==> src/include/serdes_ber_pkg.sv <==
// constants and register map for the lane bit-error test and phy control block
package serdes_ber_pkg;
    // register indices; byte address is four times the index
    localparam logic [9:0] IDX_ERROR_TEST_CONTROL = 10'h1a0;
    localparam logic [9:0] IDX_LANE_ERROR_TALLY = 10'h1b0;
    localparam logic [9:0] IDX_SERDES_PHY_CONTROL = 10'h1c1;
    localparam logic [9:0] IDX_IRQ_STATUS = 10'h1f0;
    localparam logic [9:0] IDX_IRQ_MASK = 10'h1f1;
    localparam int LANE_SLOTS = 16;
    localparam int LANE_SLOT_BITS = 4;

    // reset values
    localparam logic [7:0] RST_ERROR_TEST_CONTROL = 8'h00;
    localparam logic [7:0] RST_SERDES_PHY_CONTROL = 8'h43;
    localparam logic [3:0] RST_IRQ_MASK = 4'h0;

    // field positions
    localparam int TEST_ENABLE_BIT = 0;
    localparam int LOOP_SETTING_LSB = 4;
    localparam int LOOP_SETTING_MSB = 6;
    localparam int OFFSET_CAL_BIT = 1;
    localparam int SIGNAL_LOSS_BIT = 0;

    // interrupt status layout: [1:0] error seen per lane, [3:2] saturated per lane
    localparam int IRQ_BITS = 4;
    localparam int IRQ_ERR_LSB = 0;
    localparam int IRQ_SAT_LSB = 2;

    // connected physical lanes
    localparam int CONNECTED_LANES = 2;
    localparam logic [3:0] LANE_PHYS [CONNECTED_LANES] = '{4'h6, 4'he};

    // prbs7 checker, x^7 + x^6 + 1
    localparam int PRBS_LEN = 7;
    localparam int PRBS_TAP_A = 6;
    localparam int PRBS_TAP_B = 5;
    localparam logic [2:0] PRBS_FILL_DONE = 3'h7;
    localparam logic [7:0] TALLY_MAX = 8'hff;

    // axi responses
    localparam logic [1:0] RESP_OKAY = 2'h0;
    localparam logic [1:0] RESP_SLVERR = 2'h2;
endpackage

==> src/rtl/serdes_ber_ctrl.sv <==
// lane bit-error checkers and receive phy control behind an axi4-lite slave
`timescale 1ns/100ps
module serdes_ber_ctrl #(
    parameter int ADDR_W = 12
) (
    // clock and reset
    input wire logic aclk,
    input wire logic aresetn,
    // axi4-lite write address
    input wire logic awvalid,
    output logic awready,
    input wire logic [ADDR_W-1:0] awaddr,
    input wire logic [2:0] awprot,
    // axi4-lite write data
    input wire logic wvalid,
    output logic wready,
    input wire logic [31:0] wdata,
    input wire logic [3:0] wstrb,
    // axi4-lite write response
    output logic bvalid,
    input wire logic bready,
    output logic [1:0] bresp,
    // axi4-lite read address
    input wire logic arvalid,
    output logic arready,
    input wire logic [ADDR_W-1:0] araddr,
    input wire logic [2:0] arprot,
    // axi4-lite read data
    output logic rvalid,
    input wire logic rready,
    output logic [31:0] rdata,
    output logic [1:0] rresp,
    // recovered serial bits, one per connected lane
    input wire logic [serdes_ber_pkg::CONNECTED_LANES-1:0] lane_rx_bit,
    input wire logic [serdes_ber_pkg::CONNECTED_LANES-1:0] lane_rx_valid,
    // phy control
    output logic [2:0] recovery_loop_setting,
    output logic offset_cal_enable,
    output logic signal_loss_detect_enable,
    output logic bit_error_test_enable,
    // interrupt
    output logic irq
);
    import serdes_ber_pkg::*;

    // overview
    // register word map, byte address = index * 4, payload in bits 7..0:
    //   test control   index 1a0  bit 0 arms the lane checkers
    //   lane tallies   index 1b0 + physical lane, sixteen slots
    //   phy control    index 1c1  loop setting, offset cal, signal loss detect
    //   irq status     index 1f0  sticky, write one to clear
    //   irq mask       index 1f1  same layout as status
    // only address bits 11..2 are decoded, so aliases above bit 11 fold back
    // byte lane 0 strobe gates every write; other strobes are ignored
    //
    // write timing:
    //   address and data may arrive in either order and are parked separately
    //   the cycle after both are parked the register updates and bvalid rises
    //   nothing new is accepted until the response has been taken
    //   unmapped indices answer slverr and change nothing
    //   tally slots accept writes and drop them, so a probe never faults
    //   awprot and arprot are accepted and ignored
    //
    // read timing:
    //   the answer is registered one cycle after the address is taken
    //   arready stays low while an answer is waiting, so one read is in flight
    //   unmapped indices answer slverr with zero data
    //   rdata holds until rready, so a slow master sees a stable word
    //
    // lane checkers:
    //   lane index 0 of the rx ports is physical lane 6, index 1 is lane 14
    //   each connected lane keeps a seven bit history of received bits
    //   the first seven valid bits after arming only fill the history
    //   every later valid bit is compared with the prbs7 prediction
    //   a cycle with lane valid low shifts nothing and compares nothing
    //   a bit error in the line also poisons up to two later predictions;
    //   this is accepted, since a single flip then counts a few times
    //   and the tally is an error indicator, not an exact bit count
    //   the tally stops at 255 so a long run cannot fold back to small values
    //   the tally is readable the cycle after the bit that changed it
    //   disarming clears the tallies and drops the lock on every lane
    //   re-arming restarts from empty histories one cycle after the rise
    //
    // interrupts:
    //   status bit per lane for any error, and per lane for reaching the ceiling
    //   status bits are only set while the checkers are armed
    //   an event in the same cycle as its clear wins, so no event is lost
    //   irq is a level, high while any unmasked status bit is set
    //   mask reset is zero, so irq stays low until software opts in
    //
    // phy control:
    //   the fields drive the receiver straight from the register
    //   loop settings 0..3 are second order, 4..7 first order, 4 is default
    //   writes while the link runs are taken, but may upset a locked receiver
    //
    // reset:
    //   synchronous and active low; all readies are high once it is released
    //   phy control returns to loop setting 4 with both detectors enabled
    //   the checkers restart disarmed with zero tallies
    //
    // limitations:
    //   only the prbs7 polynomial is checked; other patterns count as errors
    //   pattern selection and link enable live outside this block
    //   tallies of lanes that are not connected read zero, not live values
    //   reserved control bits are stored and read back but steer nothing

    // ---------------- register storage ----------------
    logic [7:0] test_ctrl_reg;
    logic [7:0] test_ctrl_next;
    logic [7:0] phy_ctrl_reg;
    logic [7:0] phy_ctrl_next;
    logic [IRQ_BITS-1:0] irq_status_reg;
    logic [IRQ_BITS-1:0] irq_status_next;
    logic [IRQ_BITS-1:0] irq_mask_reg;
    logic [IRQ_BITS-1:0] irq_mask_next;
    logic enable_prev_reg;

    // ---------------- write channel state ----------------
    logic aw_held_reg;
    logic w_held_reg;
    logic [9:0] w_index_reg;
    logic [7:0] w_byte_reg;
    logic w_lane0_reg;
    logic bvalid_reg;
    logic [1:0] bresp_reg;

    // ---------------- read channel state ----------------
    logic rvalid_reg;
    logic [31:0] rdata_reg;
    logic [1:0] rresp_reg;

    // ---------------- lane state, packed for the read mux ----------------
    logic [CONNECTED_LANES-1:0][7:0] tally_w;
    logic [CONNECTED_LANES-1:0] err_event_w;
    logic [CONNECTED_LANES-1:0] sat_event_w;

    // ---------------- write path ----------------
    wire aw_take = awvalid && awready;
    wire w_take = wvalid && wready;
    wire write_fire = aw_held_reg && w_held_reg && !bvalid_reg;
    wire wr_test_ctrl = write_fire && w_lane0_reg && (w_index_reg == IDX_ERROR_TEST_CONTROL);
    wire wr_phy_ctrl = write_fire && w_lane0_reg && (w_index_reg == IDX_SERDES_PHY_CONTROL);
    wire wr_irq_status = write_fire && w_lane0_reg && (w_index_reg == IDX_IRQ_STATUS);
    wire wr_irq_mask = write_fire && w_lane0_reg && (w_index_reg == IDX_IRQ_MASK);
    // tally bytes are read-only: writes there are accepted and dropped
    wire w_is_tally = (w_index_reg[9:LANE_SLOT_BITS] == IDX_LANE_ERROR_TALLY[9:LANE_SLOT_BITS]);
    wire w_mapped = (w_index_reg == IDX_ERROR_TEST_CONTROL)
        || (w_index_reg == IDX_SERDES_PHY_CONTROL)
        || (w_index_reg == IDX_IRQ_STATUS)
        || (w_index_reg == IDX_IRQ_MASK)
        || w_is_tally;

    // one write outstanding: address and data stay parked until the write fires, and bvalid blocks new ones until the response is taken
    assign awready = !aw_held_reg && !bvalid_reg;
    assign wready = !w_held_reg && !bvalid_reg;
    assign bvalid = bvalid_reg;
    assign bresp = bresp_reg;

    // reserved test control bits 7..1 and phy control bits 7, 3..2 are plain storage and steer nothing
    assign test_ctrl_next = wr_test_ctrl ? w_byte_reg : test_ctrl_reg;
    assign phy_ctrl_next = wr_phy_ctrl ? w_byte_reg : phy_ctrl_reg;
    assign irq_mask_next = wr_irq_mask ? w_byte_reg[IRQ_BITS-1:0] : irq_mask_reg;

    // write-one-to-clear; an event in the clearing cycle still sets its bit
    wire [IRQ_BITS-1:0] irq_clear = wr_irq_status ? w_byte_reg[IRQ_BITS-1:0] : '0;
    wire [IRQ_BITS-1:0] irq_events = {sat_event_w, err_event_w};
    assign irq_status_next = (irq_status_reg & ~irq_clear) | irq_events;

    always_ff @(posedge aclk) begin
        if (!aresetn) begin
            aw_held_reg <= 1'b0;
            w_held_reg <= 1'b0;
            w_index_reg <= 10'h000;
            w_byte_reg <= 8'h00;
            w_lane0_reg <= 1'b0;
        end else begin
            if (aw_take) begin
                aw_held_reg <= 1'b1;
                w_index_reg <= awaddr[11:2];
            end else if (write_fire) begin
                aw_held_reg <= 1'b0;
            end
            if (w_take) begin
                w_held_reg <= 1'b1;
                w_byte_reg <= wdata[7:0];
                w_lane0_reg <= wstrb[0];
            end else if (write_fire) begin
                w_held_reg <= 1'b0;
            end
        end
    end

    always_ff @(posedge aclk) begin
        if (!aresetn) begin
            bvalid_reg <= 1'b0;
            bresp_reg <= RESP_OKAY;
        end else if (write_fire) begin
            bvalid_reg <= 1'b1;
            bresp_reg <= w_mapped ? RESP_OKAY : RESP_SLVERR;
        end else if (bready) begin
            bvalid_reg <= 1'b0;
        end
    end

    always_ff @(posedge aclk) begin
        if (!aresetn) begin
            test_ctrl_reg <= RST_ERROR_TEST_CONTROL;
            phy_ctrl_reg <= RST_SERDES_PHY_CONTROL;
            irq_status_reg <= '0;
            irq_mask_reg <= RST_IRQ_MASK;
            enable_prev_reg <= 1'b0;
        end else begin
            test_ctrl_reg <= test_ctrl_next;
            // software should only change this while the link is disabled; not enforced
            phy_ctrl_reg <= phy_ctrl_next;
            irq_status_reg <= irq_status_next;
            irq_mask_reg <= irq_mask_next;
            enable_prev_reg <= test_ctrl_reg[TEST_ENABLE_BIT];
        end
    end

    // ---------------- control outputs ----------------
    wire test_enable = test_ctrl_reg[TEST_ENABLE_BIT];
    wire enable_rise = test_enable && !enable_prev_reg;

    assign bit_error_test_enable = test_enable;
    assign recovery_loop_setting = phy_ctrl_reg[LOOP_SETTING_MSB:LOOP_SETTING_LSB];
    assign offset_cal_enable = phy_ctrl_reg[OFFSET_CAL_BIT];
    assign signal_loss_detect_enable = phy_ctrl_reg[SIGNAL_LOSS_BIT];
    wire [IRQ_BITS-1:0] irq_pending = irq_status_reg & irq_mask_reg;
    assign irq = |irq_pending;

    // ---------------- per-lane self-synchronising checkers ----------------
    genvar g;
    generate
        for (g = 0; g < CONNECTED_LANES; g++) begin : g_lane
            logic [PRBS_LEN-1:0] hist_reg;
            logic [2:0] fill_reg;
            logic [7:0] tally_reg;
            // the history is filled from the line itself, so no seed is needed
            wire locked = (fill_reg == PRBS_FILL_DONE);
            wire predicted = hist_reg[PRBS_TAP_A] ^ hist_reg[PRBS_TAP_B];
            wire mismatch = locked && lane_rx_valid[g] && (lane_rx_bit[g] != predicted);
            wire at_max = (tally_reg == TALLY_MAX);
            wire counting = test_enable && !enable_rise;

            always_ff @(posedge aclk) begin
                if (!aresetn) begin
                    hist_reg <= '0;
                    fill_reg <= 3'h0;
                    tally_reg <= 8'h00;
                end else if (!test_enable) begin
                    // idle: nothing is counted and the lock is dropped
                    fill_reg <= 3'h0;
                    tally_reg <= 8'h00;
                end else if (enable_rise) begin
                    fill_reg <= 3'h0;
                    tally_reg <= 8'h00;
                end else if (lane_rx_valid[g]) begin
                    hist_reg <= {hist_reg[PRBS_LEN-2:0], lane_rx_bit[g]};
                    if (!locked) begin
                        fill_reg <= fill_reg + 3'h1;
                    end
                    if (mismatch && !at_max) begin
                        tally_reg <= tally_reg + 8'h01;
                    end
                end
            end

            assign tally_w[g] = tally_reg;
            assign err_event_w[g] = counting && mismatch;
            // flags the error that pushes the count onto its ceiling
            assign sat_event_w[g] = counting && mismatch && (tally_reg == TALLY_MAX - 8'h01);
        end
    endgenerate

    // ---------------- read path ----------------
    wire ar_take = arvalid && arready;
    wire [9:0] r_index = araddr[11:2];
    wire r_is_tally = (r_index[9:LANE_SLOT_BITS] == IDX_LANE_ERROR_TALLY[9:LANE_SLOT_BITS]);
    wire [LANE_SLOT_BITS-1:0] r_slot = r_index[LANE_SLOT_BITS-1:0];
    wire r_hit_test = (r_index == IDX_ERROR_TEST_CONTROL);
    wire r_hit_phy = (r_index == IDX_SERDES_PHY_CONTROL);
    wire r_hit_status = (r_index == IDX_IRQ_STATUS);
    wire r_hit_mask = (r_index == IDX_IRQ_MASK);
    logic [7:0] tally_sel;
    logic [7:0] read_byte;
    logic read_hit;

    // disconnected slots have no receiver and read as zero
    always_comb begin
        tally_sel = 8'h00;
        for (int k = 0; k < CONNECTED_LANES; k++) begin
            if (r_slot == LANE_PHYS[k]) begin
                tally_sel = tally_w[k];
            end
        end
    end

    always_comb begin
        read_byte = 8'h00;
        read_hit = 1'b1;
        if (r_hit_test) begin
            read_byte = test_ctrl_reg;
        end else if (r_hit_phy) begin
            read_byte = phy_ctrl_reg;
        end else if (r_hit_status) begin
            read_byte = {{(8-IRQ_BITS){1'b0}}, irq_status_reg};
        end else if (r_hit_mask) begin
            read_byte = {{(8-IRQ_BITS){1'b0}}, irq_mask_reg};
        end else if (r_is_tally) begin
            read_byte = tally_sel;
        end else begin
            read_hit = 1'b0;
        end
    end

    assign arready = !rvalid_reg;
    assign rvalid = rvalid_reg;
    assign rdata = rdata_reg;
    assign rresp = rresp_reg;

    always_ff @(posedge aclk) begin
        if (!aresetn) begin
            rvalid_reg <= 1'b0;
            rdata_reg <= 32'h0000_0000;
            rresp_reg <= RESP_OKAY;
        end else if (ar_take) begin
            rvalid_reg <= 1'b1;
            rdata_reg <= {24'h00_0000, read_byte};
            rresp_reg <= read_hit ? RESP_OKAY : RESP_SLVERR;
        end else if (rready) begin
            rvalid_reg <= 1'b0;
        end
    end

endmodule

==> config.mk <==
export PLATFORM = sky130hd
export DESIGN_NAME = serdes_ber_ctrl
export DESIGN_NICKNAME = d
export VERILOG_FILES = /design/src/include/serdes_ber_pkg.sv /design/src/rtl/serdes_ber_ctrl.sv
export SDC_FILE = /design/constraint.sdc
export NUM_CORES = 1
export LEC_CHECK = 0
export BUFFER_PORTS_ARGS = -buffer_cell sky130_fd_sc_hd__buf_2
export CAP_MARGIN = 30
export CORE_MARGIN = 4
export CORE_UTILIZATION = 53
export CTS_CLUSTER_DIAMETER = 100
export DETAILED_ROUTE_END_ITERATION = 10
export GPL_TIMING_DRIVEN = 0
export PLACE_DENSITY = 0.91
export SLEW_MARGIN = 15
export SYNTH_ARGS = -nofsm -noshare
export SYNTH_HDL_FRONTEND = slang
export SYNTH_SLANG_ARGS = --single-unit
==> constraint.sdc <==
create_clock -name aclk -period 2.6 [get_ports aclk]
set_input_delay 0.52 -clock aclk [delete_from_list [all_inputs] [get_ports aclk]]
set_output_delay 0.52 -clock aclk [all_outputs]
set_load 0.01 [all_outputs]
-- After elaboration in Yosys (flattened, before gate mapping)
Index checks and enable logic that the tools add are counted.
Widths: inputs -> output; s select.
- bits in registers: 96
- input bits: 77
- output and inout bits: 48
- word-level logic and storage cells: 126
- add/sub/neg operators: 4
- equal/unequal tests: 20
- multiplexer cells: 22
- bitwise operators: 11
- reductions and logical operators: 48
- operator list (cell ; count):
    $eq 10x9->1 const B ; 8
    $mux 8 ; 7
    $eq 8x8->1 const B ; 4
    $logic_and 1x1->1 ; 24
    $add 8x1->8 const B ; 2
    $eq 6x5->1 const B ; 2
    $mux 1 ; 12
    $and 4x4->4 ; 2
    $logic_not 1->1 ; 8
    $reduce_and 2->1 ; 4
    $reduce_bool 2->1 ; 4
    $add 3x1->3 const B ; 2
    $eq 3x3->1 const B ; 2
    $reduce_and 3->1 ; 2
    $not 1->1 ; 5
    $eq 4x3->1 const B ; 1
    $eq 4x4->1 const B ; 1
    $logic_or 1x1->1 ; 4
    $mux 2 ; 2
    $mux 4 ; 1
    $not 4->4 ; 1
    $or 4x4->4 ; 1
    $reduce_or 4->1 ; 1
    $reduce_or 3->1 ; 1
    2 further kinds ; 4

-- Depth between registers and ports, before layout
- depth after elaboration: 8
- depth in mapped cells: 7
- mapped depth without buffers: 6

-- Worst setup path before layout
Ideal clock, no wire load.
- kind: input to register
- start: input araddr[5]
- end: register rdata_reg[0], in the netlist rdata[0]
- setup time: 0.123 ns
- arrival: 1.801 ns
- data required time: 2.477 ns
- setup slack: 0.676 ns
- stages on the path: 5
- buffers on the path: 1
- cells stage by stage: buf_2 nor4b_2 nand4_1 o22ai_1 o31ai_1
- longest elaborated chain between the ends: 8
- elaborated cells on any way between the ends: 13
- classes of those cells: 6 x eq/ne; 7 x mux
- RTL lines (what ; RTL line ; source):
    from (decl) ; serdes_ber_ctrl.sv:26 ; input wire logic [ADDR_W-1:0] araddr,
    $eq 4x3->1 ; serdes_ber_ctrl.sv:294 ; if (r_slot == LANE_PHYS[k]) begin
    $mux 8 (2 in series) ; serdes_ber_ctrl.sv:294 ;
    $mux 8 ; serdes_ber_ctrl.sv:311 ; end else if (r_is_tally) begin
    $mux 8 ; serdes_ber_ctrl.sv:309 ; end else if (r_hit_mask) begin
    $mux 8 ; serdes_ber_ctrl.sv:307 ; end else if (r_hit_status) begin
    $mux 8 ; serdes_ber_ctrl.sv:305 ; end else if (r_hit_phy) begin
    $mux 8 (*) ; serdes_ber_ctrl.sv:303 ; if (r_hit_test) begin
    to (signal assigned) ; serdes_ber_ctrl.sv:330 ; rdata_reg <= {24'h00_0000, read_byte};
    to (decl) ; serdes_ber_ctrl.sv:129 ; logic [31:0] rdata_reg;
Mark *: on every way between the ends. The rest lies on a longest branch, timed or not.
A chain may end at the register's enable or synchronous reset.

-- Final worst setup path
- start: register w_index_reg[0]
- end: register test_ctrl_reg[2]
- longest elaborated chain between the ends: 2
- RTL lines (what ; RTL line ; source):
    from (decl) ; serdes_ber_ctrl.sv:121 ; logic [9:0] w_index_reg;
    from (signal assigned) ; serdes_ber_ctrl.sv:179 ; w_index_reg <= awaddr[11:2];
    $eq 10x9->1 ; serdes_ber_ctrl.sv:141 ; wire wr_test_ctrl = write_fire && w_lane0_reg && (w_index_reg == IDX_ERROR_TEST_CONTROL);
    $logic_and 1x1->1 ; serdes_ber_ctrl.sv:141 ;
    to (signal assigned) ; serdes_ber_ctrl.sv:213 ; test_ctrl_reg <= test_ctrl_next;
    to (decl) ; serdes_ber_ctrl.sv:108 ; logic [7:0] test_ctrl_reg;
Every way passes these cells.

==> key figures <==
Cells and area
  – Layout cell share with drive strength beyond 1: 18.2%
  – # diodes: 0
  – Area growth syn-to-layout: 14.8%
  – Max reg flops: 16
  – FF+latch area: 1880 sq um
  – Fillers: 692
  – Net count, final: 691
  – Util after Layout: 63.8%
  – Multi-input gate area: 2540 sq um

Setup path
  – Type of destination of the critical path: register
  – WP data required: 2860 ps
  – Max FO, Critical Path: 8
  – Worst r2r dst: test_ctrl_reg[2]
  – CP cell instances: or4b_4 -> nor4_4 -> mux2i_1 -> nor2b_1
  – Startpoint of the worst-slack reg-to-reg timing path: w_index_reg[0]
  – CP max stage delay: 740 ps
  – Worst path bufs/invs: 0
  – Crit path launch type: register
  – Critical path arrival: 2360 ps
  – Highest-delay cell along the critical path: nor4_4
  – R2r setup slk: 490 ps
  – Worst Reg-to-Reg Cells: 4
  – CP top delay family: simple AND/OR/NAND/NOR gates
  – Worst Setup SP: w_index_reg[0]
  – CP Class: reg -> reg

Clock tree
  – Clk_lat worst skew: 360 ps
  – CTS Sinks: 94
  – Cts repair resizes: 0
  – Root Buffer: clkbuf_8
  – H-tree depth: 3
  – Max Root-Sink Buffers: 2
  – TritonCTS clock tree: built
  – Num CTS Buffers: 9
  – CTS Hold Bufs: 0
  – Clock-pin slew on the worst setup and hold paths: 90 ps
  – Postcts setup bufs: 0

Global route
  – Vias in the first global route: 3851
  – Initial antenna violation count: 0
  – Overall Global Routing Usage: 21.7%
  – Largest net degree at the start of global routing: 15
  – Grt total ovfl: 0
  – First-pass GRT wire length: 17.9 mm

Floorplanning
  – Core ar.: 8380 sq um
  – Die footprint: 10400 sq um
  – Effective utilization at floorplan: 55.6%
  – Die W: 102 um
  – Core Rows: 33
  – Number of I/O pins: 125
  – Die span in y: 102 um

Synthesis
  – Async S/R FF share, synth: 0%
  – Post-synth cell types: 60
  – Synthesized area: 4660 sq um
  – Mean Syn Cell Area: 9.10 sq um
  – Sequential element share of the synthesized area: 40.4%
  – Number of flops mapped to enable cells by yosys: 0
  – Mapped Cells: 512
  – Synthesized flop and latch total: 94
  – Yosys warns: 0
  – Main synth FF type: dfxtp_1

Placed design
  – Final weighted congestion of routability-driven global placement: 0.943
  – Port bufs: 58
  – Hpwl dp: 8.12 mm

Drt
  – Final WL: 10.9 mm
  – Wirelength per Cell: 15.3 um
  – Routed vias: 3991
  – Detail Route Antenna Nets: 0
  – Vias per cell: 5.58
  – Remaining DRCs: 0
  – DR iter-0 viols: 195
  – DRT Pass-1 Iters: 6

STA
  – Slew at the pin closest to its max-slew limit: 842 ps
  – RSZ-0062 raised after global routing: false
  – FMAX: 474 MHz
  – Final cycle utilization of the critical path: 81.1%
  – Setup TNS: 0 ps
  – Final min period: 2110 ps
  – Relative slew margins: 43.7%
  – Hold violation total from the final report: 0
  – # setup viols final: 0
  – Slew Viols, Final: 0
  – Worst Skew: 6.88 ps

Power
  – Final Power: 0.00264 W
  – P per Cell Area: 494 nW/um^2
  – Peak supply drop: 0.344 mV
  – LEAKAGE: 2.17 nW

Outcome
  – Status: finished clean

Hold path
  – WHS Endpoint: w_index_reg[7]
  – Min-delay worst type: in -> reg
  – Hold Path Cell Cnt: 3
  – HP Start: awaddr[9]

Run
  – Max_cap viols: 0
-- cell type report --
type | count | area share, %
Buffer | 52 | 5.73
Tap cell | 105 | 2.46
Inverter | 7 | 0.491
Multi-Input combinational cell | 384 | 47.4
Sequential cell | 94 | 35.2
Clock buffer | 12 | 2.90
Timing Repair Buffer | 58 | 5.43
Clock inverter | 3 | 0.374
-- layout by cell type, fill, tap and decap left out, types with 9 or more instances in the layout --
cell type / n
a21boi_1: 22
a21oi_1: 21
buf_2: 60
buf_4: 29
clkbuf_1: 19
clkbuf_8: 11
conb_1: 26
dfxtp_1: 94
mux2i_1: 49
nand2_1: 66
nand3_1: 19
nor2_1: 17
nor2b_1: 35
o21ai_0: 15
or3_1: 9
-- kinds of logic (layout without fill, tap and decap cells) --
logic type	count (synthesis)	count (layout)	synth area share, %
other cells	1	26	0.0805
simple gates	198	198	23.6
mux	52	52	11.3
compound gates	95	95	13.8
xor+xnor	5	5	1.56
fa+ha+maj	8	8	2.15
buf+inv	59	132	7.15
flops	94	94	40.4
-- synth_stat cells, types with 3 or more instances --
library cell,number,share of area (%)
o211ai_1,4,0.64
mux2_2,3,0.73
ha_1,8,2.1
nand4_1,8,1.1
buf_4,29,4.7
nand2_1,66,5.3
and2_1,5,0.67
o311a_1,3,0.64
nor2b_1,35,4.7
a2bb2oi_1,3,0.56
or3_1,9,1.2
mux2i_1,49,11
clkbuf_1,18,1.5
dfxtp_1,94,40
inv_1,7,0.56
and3_1,5,0.67
or4_1,4,0.64
o22ai_1,4,0.54
a21oi_1,21,2.3
nand2b_1,7,0.94
buf_1,3,0.24
a21boi_1,22,3.5
nor2_1,17,1.4
o31ai_1,6,0.97
nand3_1,19,2.0
o21ai_0,15,1.6
-- worst min-delay path: stages --
cell	delay (ps)
buf_2	90
nand2_1	50
a21boi_1	50
-- routing by layer --
layer  track usage (%)  vias up  wire length, um
met3              5.03       26              896
li1                  -     1950                -
met4              6.95        0              195
met2              37.7      171             5320
met5                 0        -                0
met1              26.6     1844             4520
-- worst max-delay path by stage --
stage,endpoint,slack (ps),cells past startpoint
final,test_ctrl_reg[2],490,4
after floorplan,rdata[0],680,5
after CTS,test_ctrl_reg[2],510,4
after global placement,rdata[1],410,5
after global routing,test_ctrl_reg[2],380,4
after detailed placement,rdata[1],260,5
-- power breakdown --
group / total [W] / internal, W / switching [W] / leakage [nW]
clock: 0.000885 / 0.000394 / 0.000491 / 0.0845
combinational: 0.000260 / 0.000117 / 0.000143 / 1.33
sequential: 0.00149 / 0.00147 / 0.0000264 / 0.762
total: 0.00264 / 0.00198 / 0.000661 / 2.17
-- metrics by stage --
| stage | setup WS [ps] | hold WS [ps] | instances | instance area [sq um] |
|---|---|---|---|---|
| 5_1_grt | 376 | 381 | 715 | 5350 |
| 2_1_floorplan | 676 | 430 | 537 | 4750 |
| 6_report | 492 | 389 | 715 | 5350 |
| 3_3_place_gp | 413 | 436 | 700 | 5170 |
| 3_5_place_dp | 261 | 443 | 700 | 5170 |
| 4_1_cts | 507 | 378 | 715 | 5350 |
(Power assumes the default switching activity.)
